File: src/design/dop_defs.vh
// Constants for the delayed output protection block
// Assumes a 32-bit APB bus and one timer clock domain
`ifndef DOP_DEFS_VH
`define DOP_DEFS_VH
// Register byte offsets
`define DOP_ADDR_CTRL      12'h000
`define DOP_ADDR_STAT      12'h004
`define DOP_ADDR_CMP4      12'h008
// Control register fields
`define DOP_C_PROT_EN      0
`define DOP_C_MODE_LSB     1
`define DOP_C_MODE_MSB     3
`define DOP_C_OEN1         4
`define DOP_C_OEN2         5
`define DOP_C_CEN          6
`define DOP_C_PUSHPULL     7
`define DOP_C_IDLE1        8
`define DOP_C_IDLE2        9
`define DOP_C_PSC_LSB      12
`define DOP_C_PSC_MSB      14
`define DOP_CTRL_RESET     32'h0000_0000
`define DOP_CTRL_MASK      32'h0000_73FF
// Status register fields
`define DOP_S_PROT_FLAG    0
`define DOP_S_CMP4_FLAG    1
`define DOP_S_OUTPUT1_STATE_STATUS       2
`define DOP_S_OUTPUT2_STATE_STATUS       3
`define DOP_S_IPP          4
`define DOP_S_CPP          5
`define DOP_S_OUTPUT1_COPY_STATUS        6
`define DOP_S_OUTPUT2_COPY_STATUS        7
`define DOP_S_ACTIVE       8
// Mode low bits
`define DOP_M_OUT1         2'b00
`define DOP_M_OUT2         2'b01
`define DOP_M_BOTH         2'b10
`define DOP_M_BAL          2'b11
// Least balanced pulse: 4 timer clocks in fine counts at prescaler 0
`define DOP_MIN_BAL_CNT    16'h0080
// Sequence states
`define DOP_ST_NORMAL      2'b00
`define DOP_ST_DELAY       2'b01
`define DOP_ST_BAL_CUT     2'b10
`define DOP_ST_BAL_COPY    2'b11
`endif

File: src/design/dop_delayed_protection.v
// Delayed idle and balanced idle output protection for one timing unit
// Assumes counter, period start and set/reset crossbar pulses arrive on clk
// Behaviour
// [RULE1] Enable bit arms delayed event-triggered shutdown
// [RULE2] Delayed idle waits for output reset event
// [RULE3] Outputs stay idle, enables untouched, counter runs
// [RULE4] After re-enable, output follows first active transition
// [RULE5] Software re-enables only once outputs are idle
// [RULE6] Mode field selects one, both or balanced
// [RULE7] Flag sets when the event arrives
// [RULE8] Both state bits capture levels at entry
// [RULE9] Idle push-pull bit records active period
// [RULE10] Only events six/seven or eight/nine trigger
// [RULE11] Triggers only with counter enabled, then latches
// [RULE12] Protection beats burst; burst idle resumes after
// [RULE13] Balanced idle copies cut pulse, then idles
// [RULE14] Capture counter to compare 4, one more period
// [RULE15] After balancing outputs take idle levels
// [RULE16] Software preconfigures push-pull, continuous, compare 4
// [RULE17] Balanced pulse at least four timer clocks
// [RULE18] Leave balanced idle writing both enables
// [RULE19] Software may poll current period to restart
// [RULE20] Keep enable set until compare 4 flag
// [RULE21] Software leaves compare 4 alone meanwhile
// [RULE22] Burst combination only with running counter
// [RULE23] Auxiliary waveforms keep running while idle
// [RULE24] Reset clears all protection state
//
// Decided for this implementation: the APB register port and the placing of the registers.
`timescale 1ns/1ps
`default_nettype none
`include "dop_defs.vh"
module dop_delayed_protection #(
	parameter       CW      = 16,
	parameter       UNIT_DE = 0
) (
	input  wire          clk,
	input  wire          rst_b,
	input  wire          psel,
	input  wire          penable,
	input  wire          pwrite,
	input  wire [11:0]   paddr,
	input  wire [31:0]   pwdata,
	output reg  [31:0]   prdata,
	output reg           pready,
	output reg           pslverr,
	input  wire [CW-1:0] cnt,
	input  wire          period_start,
	input  wire          out1_set,
	input  wire          out1_rst,
	input  wire          out2_set,
	input  wire          out2_rst,
	input  wire          burst_idle_req,
	input  wire          ext_event_six,
	input  wire          ext_event_seven,
	input  wire          ext_event_eight,
	input  wire          ext_event_nine,
	output reg           out1,
	output reg           out2,
	output reg           aux1,
	output reg           aux2
);
	reg  [31:0]   ctrl_q;
	reg  [2:0]    sync_a_q;
	reg  [2:0]    sync_b_q;
	reg           ev_a_q;
	reg           ev_b_q;
	reg           wave1_q;
	reg           wave2_q;
	reg           cpp_q;
	reg  [1:0]    st_q;
	reg           pend1_q;
	reg           pend2_q;
	reg           idle1_q;
	reg           idle2_q;
	reg           wait1_q;
	reg           wait2_q;
	reg           burst_q;
	reg           cut_out_q;
	reg  [CW-1:0] cmp4_q;
	reg           prot_flag_q;
	reg           cmp4_flag_q;
	reg           output1_state_status_q;
	reg           output2_state_status_q;
	reg           ipp_q;
	reg  [1:0]    st_d;
	reg           wave1_d;
	reg           wave2_d;
	wire          prot_en  = ctrl_q[`DOP_C_PROT_EN];
	wire [2:0]    mode     = ctrl_q[`DOP_C_MODE_MSB:`DOP_C_MODE_LSB];
	wire          cen      = ctrl_q[`DOP_C_CEN];
	wire          pp       = ctrl_q[`DOP_C_PUSHPULL];
	wire [2:0]    psc      = ctrl_q[`DOP_C_PSC_MSB:`DOP_C_PSC_LSB];
	wire [CW-1:0] min_cnt  = `DOP_MIN_BAL_CNT >> psc;
	wire          access   = psel & penable & ~pready;
	wire          wr_done  = psel & penable & pready & pwrite;
	wire          wr_ctrl  = wr_done & (paddr == `DOP_ADDR_CTRL);
	wire          wr_stat  = wr_done & (paddr == `DOP_ADDR_STAT);
	wire          reenable = wr_ctrl & pwdata[`DOP_C_OEN1] & pwdata[`DOP_C_OEN2];
	wire          latched  = (st_q != `DOP_ST_NORMAL);
	// Agreed levels of stages two and three, rising edge counts once
	wire          ev_a_lvl = sync_a_q[1] & sync_a_q[2];
	wire          ev_b_lvl = sync_b_q[1] & sync_b_q[2];
	wire          ev_sel   = mode[2] ? (ev_b_lvl & ~ev_b_q) : (ev_a_lvl & ~ev_a_q);
	wire          trig     = prot_en & cen & ev_sel & ~latched; // [RULE1] [RULE11]
	wire          bal      = (mode[1:0] == `DOP_M_BAL) & pp;
	wire          hit_cmp4 = (cnt >= cmp4_q);
	wire          ev6      = UNIT_DE ? ext_event_eight : ext_event_six; // [RULE10]
	wire          ev7      = UNIT_DE ? ext_event_nine  : ext_event_seven; // [RULE10]
	// Crossbar waveforms; in push-pull output 1 sets steer by period
	always @* begin
		wave1_d = wave1_q;
		wave2_d = wave2_q;
		if (pp) begin
			if (out1_set & ~cpp_q)
				wave1_d = 1'b1;
			if (out1_set & cpp_q)
				wave2_d = 1'b1;
			if (out1_rst) begin
				wave1_d = 1'b0;
				wave2_d = 1'b0;
			end
		end else begin
			if (out1_set)
				wave1_d = 1'b1;
			if (out1_rst)
				wave1_d = 1'b0;
			if (out2_set)
				wave2_d = 1'b1;
			if (out2_rst)
				wave2_d = 1'b0;
		end
		// Balancing reset comes from the captured compare 4
		if (st_q == `DOP_ST_BAL_CUT && hit_cmp4) begin // [RULE14] [RULE17]
			if (cut_out_q)
				wave2_d = 1'b0;
			else
				wave1_d = 1'b0;
		end
		if (st_q == `DOP_ST_BAL_COPY && hit_cmp4) begin // [RULE14]
			wave1_d = 1'b0;
			wave2_d = 1'b0;
		end
	end
	always @* begin
		st_d = st_q;
		case (st_q)
			`DOP_ST_NORMAL: begin
				if (trig)
					st_d = bal ? `DOP_ST_BAL_CUT : `DOP_ST_DELAY; // [RULE6]
			end
			`DOP_ST_DELAY: begin
				if (reenable)
					st_d = `DOP_ST_NORMAL; // [RULE4]
			end
			`DOP_ST_BAL_CUT: begin
				if (period_start)
					st_d = `DOP_ST_BAL_COPY; // [RULE14]
			end
			`DOP_ST_BAL_COPY: begin
				if (hit_cmp4 && (wave1_q | wave2_q))
					st_d = `DOP_ST_DELAY; // [RULE13] [RULE15]
			end
			default: st_d = `DOP_ST_NORMAL;
		endcase
	end
	always @(posedge clk or negedge rst_b) begin
		if (!rst_b) begin // [RULE24]
			ctrl_q      <= `DOP_CTRL_RESET;
			sync_a_q    <= 3'b000;
			sync_b_q    <= 3'b000;
			ev_a_q      <= 1'b0;
			ev_b_q      <= 1'b0;
			wave1_q     <= 1'b0;
			wave2_q     <= 1'b0;
			cpp_q       <= 1'b0;
			st_q        <= `DOP_ST_NORMAL;
			pend1_q     <= 1'b0;
			pend2_q     <= 1'b0;
			idle1_q     <= 1'b0;
			idle2_q     <= 1'b0;
			wait1_q     <= 1'b0;
			wait2_q     <= 1'b0;
			burst_q     <= 1'b0;
			cut_out_q   <= 1'b0;
			cmp4_q      <= {CW{1'b0}};
			prot_flag_q <= 1'b0;
			cmp4_flag_q <= 1'b0;
			output1_state_status_q    <= 1'b0;
			output2_state_status_q    <= 1'b0;
			ipp_q       <= 1'b0;
			out1        <= 1'b0;
			out2        <= 1'b0;
			aux1        <= 1'b0;
			aux2        <= 1'b0;
			prdata      <= 32'h0000_0000;
			pready      <= 1'b0;
			pslverr     <= 1'b0;
		end else begin
			sync_a_q <= {sync_a_q[1:0], ev6};
			sync_b_q <= {sync_b_q[1:0], ev7};
			ev_a_q   <= ev_a_lvl;
			ev_b_q   <= ev_b_lvl;
			wave1_q  <= wave1_d;
			wave2_q  <= wave2_d;
			st_q     <= st_d;
			if (period_start && pp)
				cpp_q <= ~cpp_q;
			// Enables are software-owned; entry never touches them
			if (wr_ctrl)
				ctrl_q <= pwdata & `DOP_CTRL_MASK; // [RULE3]
			if (trig) begin
				output1_state_status_q <= out1; // [RULE8]
				output2_state_status_q <= out2; // [RULE8]
				ipp_q    <= cpp_q; // [RULE9]
			end
			if (trig && bal) begin
				// Short capture is stretched to the least width
				cmp4_q    <= (cnt < min_cnt) ? min_cnt : cnt; // [RULE14] [RULE17]
				cut_out_q <= cpp_q;
			end
			// Delayed entry: an inactive output idles at once
			if (trig && !bal) begin
				case (mode[1:0])
					`DOP_M_OUT1: begin
						pend1_q <= wave1_q;
						idle1_q <= ~wave1_q;
					end
					`DOP_M_OUT2: begin
						pend2_q <= wave2_q;
						idle2_q <= ~wave2_q;
					end
					default: begin
						pend1_q <= wave1_q;
						idle1_q <= ~wave1_q;
						pend2_q <= wave2_q;
						idle2_q <= ~wave2_q;
					end
				endcase
			end
			if (pend1_q && !wave1_d) begin
				pend1_q <= 1'b0;
				idle1_q <= 1'b1; // [RULE2]
			end
			if (pend2_q && !wave2_d) begin
				pend2_q <= 1'b0;
				idle2_q <= 1'b1; // [RULE2]
			end
			if (st_q == `DOP_ST_BAL_COPY && st_d == `DOP_ST_DELAY) begin
				idle1_q     <= 1'b1; // [RULE15]
				idle2_q     <= 1'b1; // [RULE15]
				cmp4_flag_q <= 1'b1; // [RULE20]
			end else if (wr_stat && pwdata[`DOP_S_CMP4_FLAG])
				cmp4_flag_q <= 1'b0;
			// Leaving needs both enables in one write
			if (st_q == `DOP_ST_DELAY && reenable) begin // [RULE4] [RULE18]
				pend1_q <= 1'b0;
				pend2_q <= 1'b0;
				idle1_q <= 1'b0;
				idle2_q <= 1'b0;
				wait1_q <= idle1_q;
				wait2_q <= idle2_q;
			end else begin
				if (wait1_q && wave1_d && !wave1_q)
					wait1_q <= 1'b0; // [RULE4]
				if (wait2_q && wave2_d && !wave2_q)
					wait2_q <= 1'b0; // [RULE4]
			end
			// Burst exit is held off until protection releases
			if (burst_idle_req)
				burst_q <= 1'b1;
			else if (!latched)
				burst_q <= 1'b0; // [RULE12]
			if (trig)
				prot_flag_q <= 1'b1; // [RULE7]
			else if (wr_stat && pwdata[`DOP_S_PROT_FLAG])
				prot_flag_q <= 1'b0;
			if (idle1_q || wait1_q || burst_q || !ctrl_q[`DOP_C_OEN1])
				out1 <= ctrl_q[`DOP_C_IDLE1]; // [RULE3]
			else
				out1 <= wave1_q;
			if (idle2_q || wait2_q || burst_q || !ctrl_q[`DOP_C_OEN2])
				out2 <= ctrl_q[`DOP_C_IDLE2]; // [RULE3]
			else
				out2 <= wave2_q;
			aux1 <= wave1_q; // [RULE23]
			aux2 <= wave2_q; // [RULE23]
			// One wait state on every APB access
			pready  <= access;
			pslverr <= 1'b0;
			prdata  <= 32'h0000_0000;
			if (access) begin
				case (paddr)
					`DOP_ADDR_CTRL: prdata <= ctrl_q;
					`DOP_ADDR_STAT: prdata <= {23'h000000, latched, out2, out1, cpp_q, ipp_q,
						output2_state_status_q, output1_state_status_q, cmp4_flag_q, prot_flag_q};
					`DOP_ADDR_CMP4: prdata <= {{(32-CW){1'b0}}, cmp4_q};
					default:        pslverr <= 1'b1;
				endcase
			end
		end
	end
endmodule // dop_delayed_protection
`default_nettype wire

File: config.mk
export PLATFORM = sky130hd
export DESIGN_NAME = dop_delayed_protection
export DESIGN_NICKNAME = d
export VERILOG_FILES = /design/src/design/dop_delayed_protection.v
export VERILOG_INCLUDE_DIRS = /design/src /design/src/design
export SDC_FILE = /design/constraint.sdc
export NUM_CORES = 1
export LEC_CHECK = 0
export ABC_AREA = 1
export BUFFER_PORTS_ARGS = -buffer_cell sky130_fd_sc_hd__buf_2
export CORE_UTILIZATION = 45
export DETAILED_ROUTE_END_ITERATION = 12
export PLACE_DENSITY_LB_ADDON = 0.2
export SLEW_MARGIN = 0
export SYNTH_ARGS = -nofsm -noshare
export SYNTH_HDL_FRONTEND = slang
export SYNTH_SLANG_ARGS = --single-unit
File: constraint.sdc
create_clock -name clk -period 5.2 [get_ports clk]
set_input_delay 0.78 -clock clk [delete_from_list [all_inputs] [get_ports clk]]
set_output_delay 0.78 -clock clk [all_outputs]
set_load 0.02 [all_outputs]
# Word level (Yosys, flattened, before mapping)
# Cells that the tools add are included.
[word_totals] reg_bits=93 in_bits=75 out_inout_bits=38 wordCells=176
[op_classes] magnitude_cmp=2 n_eq_ne=13 shift=1 mux=58 n_bitwise=26 n_reduce_logical=46
[op_table] operator="1-bit 2-to-1 mux" count=49
[op_table] operator="16-bit case mux with 3 select lines" count=1
[op_table] operator="16-bit 2-to-1 mux" count=2
[op_table] operator="1-bit AND" count=18
[op_table] operator="16-bit greater-or-equal comparator" count=1
[op_table] operator="1-bit logical AND" count=16
[op_table] operator="16-bit < comparator" count=1
[op_table] operator="8-bit by 3-bit right shift with 16-bit output (first input constant)" count=1
[op_table] operator="12-bit by 3-bit equality test with 1-bit output (second input constant)" count=1
[op_table] operator="12-bit by 4-bit equality test with 1-bit output (second input constant)" count=1
[op_table] operator="12-bit zero test" count=1
[op_table] operator="2-bit 2-to-1 mux" count=5
[op_table] operator="2-bit nonzero test" count=5
[op_table] operator="4-bit != test (second input constant)" count=2
[op_table] operator="2-bit case mux with 4 select lines" count=1
[op_table] operator="2-bit AND reduction" count=4
[op_table] operator="4-bit nonzero test" count=2
[op_table] operator="1-bit zero test" count=7
[op_table] operator="1-bit NOT" count=7
[op_table] operator="2-bit by 1-bit equality test with 1-bit output (second input constant)" count=3
[op_table] operator="2-bit equality test (second input constant)" count=3
[op_table] operator="1-bit logical OR" count=6
[op_table] operator="3-bit != test (second input constant)" count=2
[op_table] operator="3-bit nonzero test" count=2
[op_table] operator="other kinds (4)" count=5

# Logic depth before layout (Yosys ltp)
[logic_depth] depth_word=13 ltp_mapped=18

# Worst setup path before layout
# Ideal clock, no wire load.
[synth_timing] path_type="input to register" from="input port cnt[3]" to="register idle2_q" setup_time_ps=117 t_arrival_ps=1970 t_required_ps=5083 path_slack_ps=3113 cell_stages=15 path_buffers=0 path_cell_list="ha_1 -> nand2_1 -> nor2_1 -> nor2_1 -> nand2_1 -> nand2_1 -> nand2_1 -> nand2_1 -> nand2_1 -> nand2_1 -> nand3_1 -> nand2_1 -> nand3_1 -> nand2_1 -> nand2_1"
[synth_between] elab_chain_cells=9
[synth_lines] item="start, declared" line="dop_delayed_protection.v:47" source="input wire [CW-1:0] cnt,"
[synth_lines] item="16-bit greater-or-equal comparator (*)" line="dop_delayed_protection.v:107" source="wire hit_cmp4 = (cnt >= cmp4_q);"
[synth_lines] item="branches (longest 8 deep; another with 2-bit case mux with 4 select lines)"
[synth_lines] item="end signal, assigned" line="dop_delayed_protection.v:231" source="idle2_q <= ~wave2_q;"
[synth_lines] item="end signal, assigned" line="dop_delayed_protection.v:237" source="idle2_q <= ~wave2_q;"
[synth_lines] item="end, declared" line="dop_delayed_protection.v:75" source="reg idle2_q;"
# Every way passes the cells marked *.
# A chain may end at the register's enable or synchronous reset.

# Worst setup path after layout
# Same ends and word-level chain as after synthesis.

==> results_dict.tcl <==
set metrics [dict create \
    min_period_ns 2.15 \
    grt_pass1_vias 3172 \
    wire_per_inst_um 13.1 \
    synth_async_sr_flop_share 1.00 \
    swShare 0.268 \
    initialDrtViolationCount 136 \
    final_cell_mix "nand2_1, dfrtp_1, buf_2, inv_1, o21ai_0" \
    dp_slack_ns 2.71 \
    dp_hpwl_um 6830 \
    skew_ns 0.0118 \
    syn_to_final_growth_pct 15.0 \
    crit_arrival_ns 2.39 \
    port_buffers 75 \
    finalWorstSetupSlack_ns 3.05 \
    clkSinkCount 77 \
    antenna_found_initial 0 \
    diodes 0 \
    path_clk_slew_ns 0.08 \
    finalCritPeriodShare 0.413 \
    irDropWorstVdd_v 0.000105 \
    seqPwrFrac 0.518 \
    yosysUniqueCellTypes 40 \
    multiInputGateArea_um2 1740 \
    worst_pin_slew_ns 0.961 \
    p_sw_w 0.000322 \
    total_power_w 0.00120 \
    num_vias 3339 \
    n_fill_cell 826 \
    maxSlewHeadroom 0.359 \
    cts_resized 0 \
    p_leak_nw 2.57 \
    grt_max_degree 78 \
    initial_utilization 0.464 \
    via_per_inst 4.96 \
    required_ns 5.44 \
    core.rowCount 34 \
    cts-buffers-inserted 9 \
    syn_area_per_cell_um2 8.42 \
    tns_ns 0 \
    path_max_fanout 4 \
    critical_path_class "in -> reg" \
    netlist_area_um2 4050 \
    final-seq-area_um2 1930 \
    synth-main-ff-cell "dfrtp_1" \
    cp-start-kind "primary input" \
    rsz0062_at_grt "false" \
    clk_latency_ns 0.35 \
    grt_pass1_wl_um 15200 \
    gp_congestion 0.824 \
    die_h_um 96.9 \
    setup_viol_count_final 0 \
    core-area_um2 8720 \
    p_comb_frac 0.095 \
    post_cts.repair.setup_buffers 0 \
    drive_gt1_frac 0.196 \
    ant_nets 0 \
    drv_cap 0 \
    clock_path_buffers 2 \
    postCtsHoldBufs 0 \
    status "finished, final reports clean" \
    die-area_um2 9380 \
    grtUsageTotal 0.204 \
    ios 113 \
    final_common_cell "nand2_1" \
    nNetsFinal 658 \
    firstDrtPassIters 4 \
    cts_tree "done" \
    p_clk_frac 0.386 \
    max_freq_ghz 0.465 \
    hold_viol 0 \
    overflow 0 \
    p_int_w 0.000878 \
    worstHoldPathType "reg -> reg" \
    p_per_area_nw_per_um2 258 \
    slew_viol_final 0 \
    htree_levels 3 \
    synthCells 481 \
    wirelength_um 8820 \
    drc 0 \
    holdWs_ns 0.356 \
    synth-seq-cells 77 \
    root_buffer "clkbuf_8" \
    ys_warn_count 0 \
    ys_seq_area_frac 0.476 \
    dieWidth_um 96.9 \
    synth_edf_count 0 \
    end_kind "register" \
]
[logic make-up (layout without fill, tap and decap cells)]
group,Yosys count,after routing,synth area share
simple gates,194,194,0.217
buf+inv,96,165,0.109
fa+ha+maj,23,23,0.0711
xor+xnor,1,1,0.00216
other cells,1,16,0.000926
compound gates,89,89,0.124
flops,77,77,0.476
[worst max-delay path, stage by stage]
cell	delay, ns
buf_2	0.12
ha_1	0.31
nand2_1	0.08
nor2_1	0.05
nor2_1	0.09
nand2_1	0.07
nand2_1	0.06
nand2_1	0.05
nand2_1	0.05
nand2_1	0.12
nand2_1	0.11
nand3_1	0.16
nand2_1	0.13
nand3_1	0.08
nand2_1	0.08
nand2_1	0.05
[cell type report]
| class | count | area share |
|---|---|---|
| multi-input combinational | 323 | 0.373 |
| clock inverter | 7 | 0.0172 |
| clock buffer | 9 | 0.0266 |
| timing repair buffer | 75 | 0.0811 |
| sequential | 77 | 0.414 |
| inverter | 74 | 0.0599 |
| tap | 108 | 0.0290 |
[sequential cells by signal, indices dropped and copies added, names as in the netlist, 2 cells and up]
register  cells
prdata       16
sync_a_q      3
ctrl_q       13
sync_b_q      3
st_q          2
cmp4_q       16
[per-stage QoR]
stage | cell area, um^2 | util | cells
3_3_place_gp | 4450 | 0.511 | 657
3_5_place_dp | 4450 | 0.511 | 657
6_report | 4660 | 0.534 | 673
4_1_cts | 4660 | 0.534 | 673
5_1_grt | 4660 | 0.534 | 673
2_1_floorplan | 4110 | - | 496
[path summary, 6_finish.rpt]
path | slack, ns | end | from | cells after the start
worst max-delay path | 3.05 | idle2_q | cnt[3] | 16
worst min-delay path | 0.36 | sync_b_q[1] | sync_b_q[0] | 0
worst max register to register | 3.09 | cmp4_q[7] | sync_a_q[1] | 9
worst min register to register | 0.36 | sync_b_q[1] | sync_b_q[0] | 0
max in group asynchronous | 4.00 | cmp4_q[9] | rst_b | 1
min in group asynchronous | 0.55 | pready | rst_b | 1
[synth_stat cells (2+ instances only)]
master / number / share of area
inv_1: 70 / 0.065
o21ai_1: 9 / 0.011
nand4_1: 5 / 0.0077
ha_1: 23 / 0.071
nor3_1: 10 / 0.012
nand2_2: 3 / 0.0046
o221ai_1: 6 / 0.013
nor4_1: 2 / 0.0031
nor2_2: 2 / 0.0031
nor2_4: 2 / 0.0056
o21ai_0: 45 / 0.056
inv_2: 2 / 0.0019
o21ai_2: 2 / 0.0043
a21oi_1: 19 / 0.023
buf_4: 19 / 0.035
nand3_1: 20 / 0.025
clkbuf_2: 2 / 0.0025
nand2_1: 113 / 0.10
dfrtp_1: 77 / 0.48
nor2_1: 30 / 0.028
[power groups by stage]
stage | clock (W) | combinational (W) | sequential, W
2_1_floorplan | 0 | 0.0000632 | 0.000638
3_3_place_gp | 0 | 0.000113 | 0.000634
3_5_place_dp | 0 | 0.000115 | 0.000635
4_1_cts | 0.000476 | 0.000116 | 0.000622
5_1_grt | 0.000501 | 0.000129 | 0.000624
6_report | 0.000463 | 0.000114 | 0.000622
[metal layers]
layer	global-route usage	routed length [um]
met1	0.290	4250
met2	0.314	4050
met3	0.0275	413
met4	0.0850	105
met5	0	0
Power figures use the tool's default switching activity.
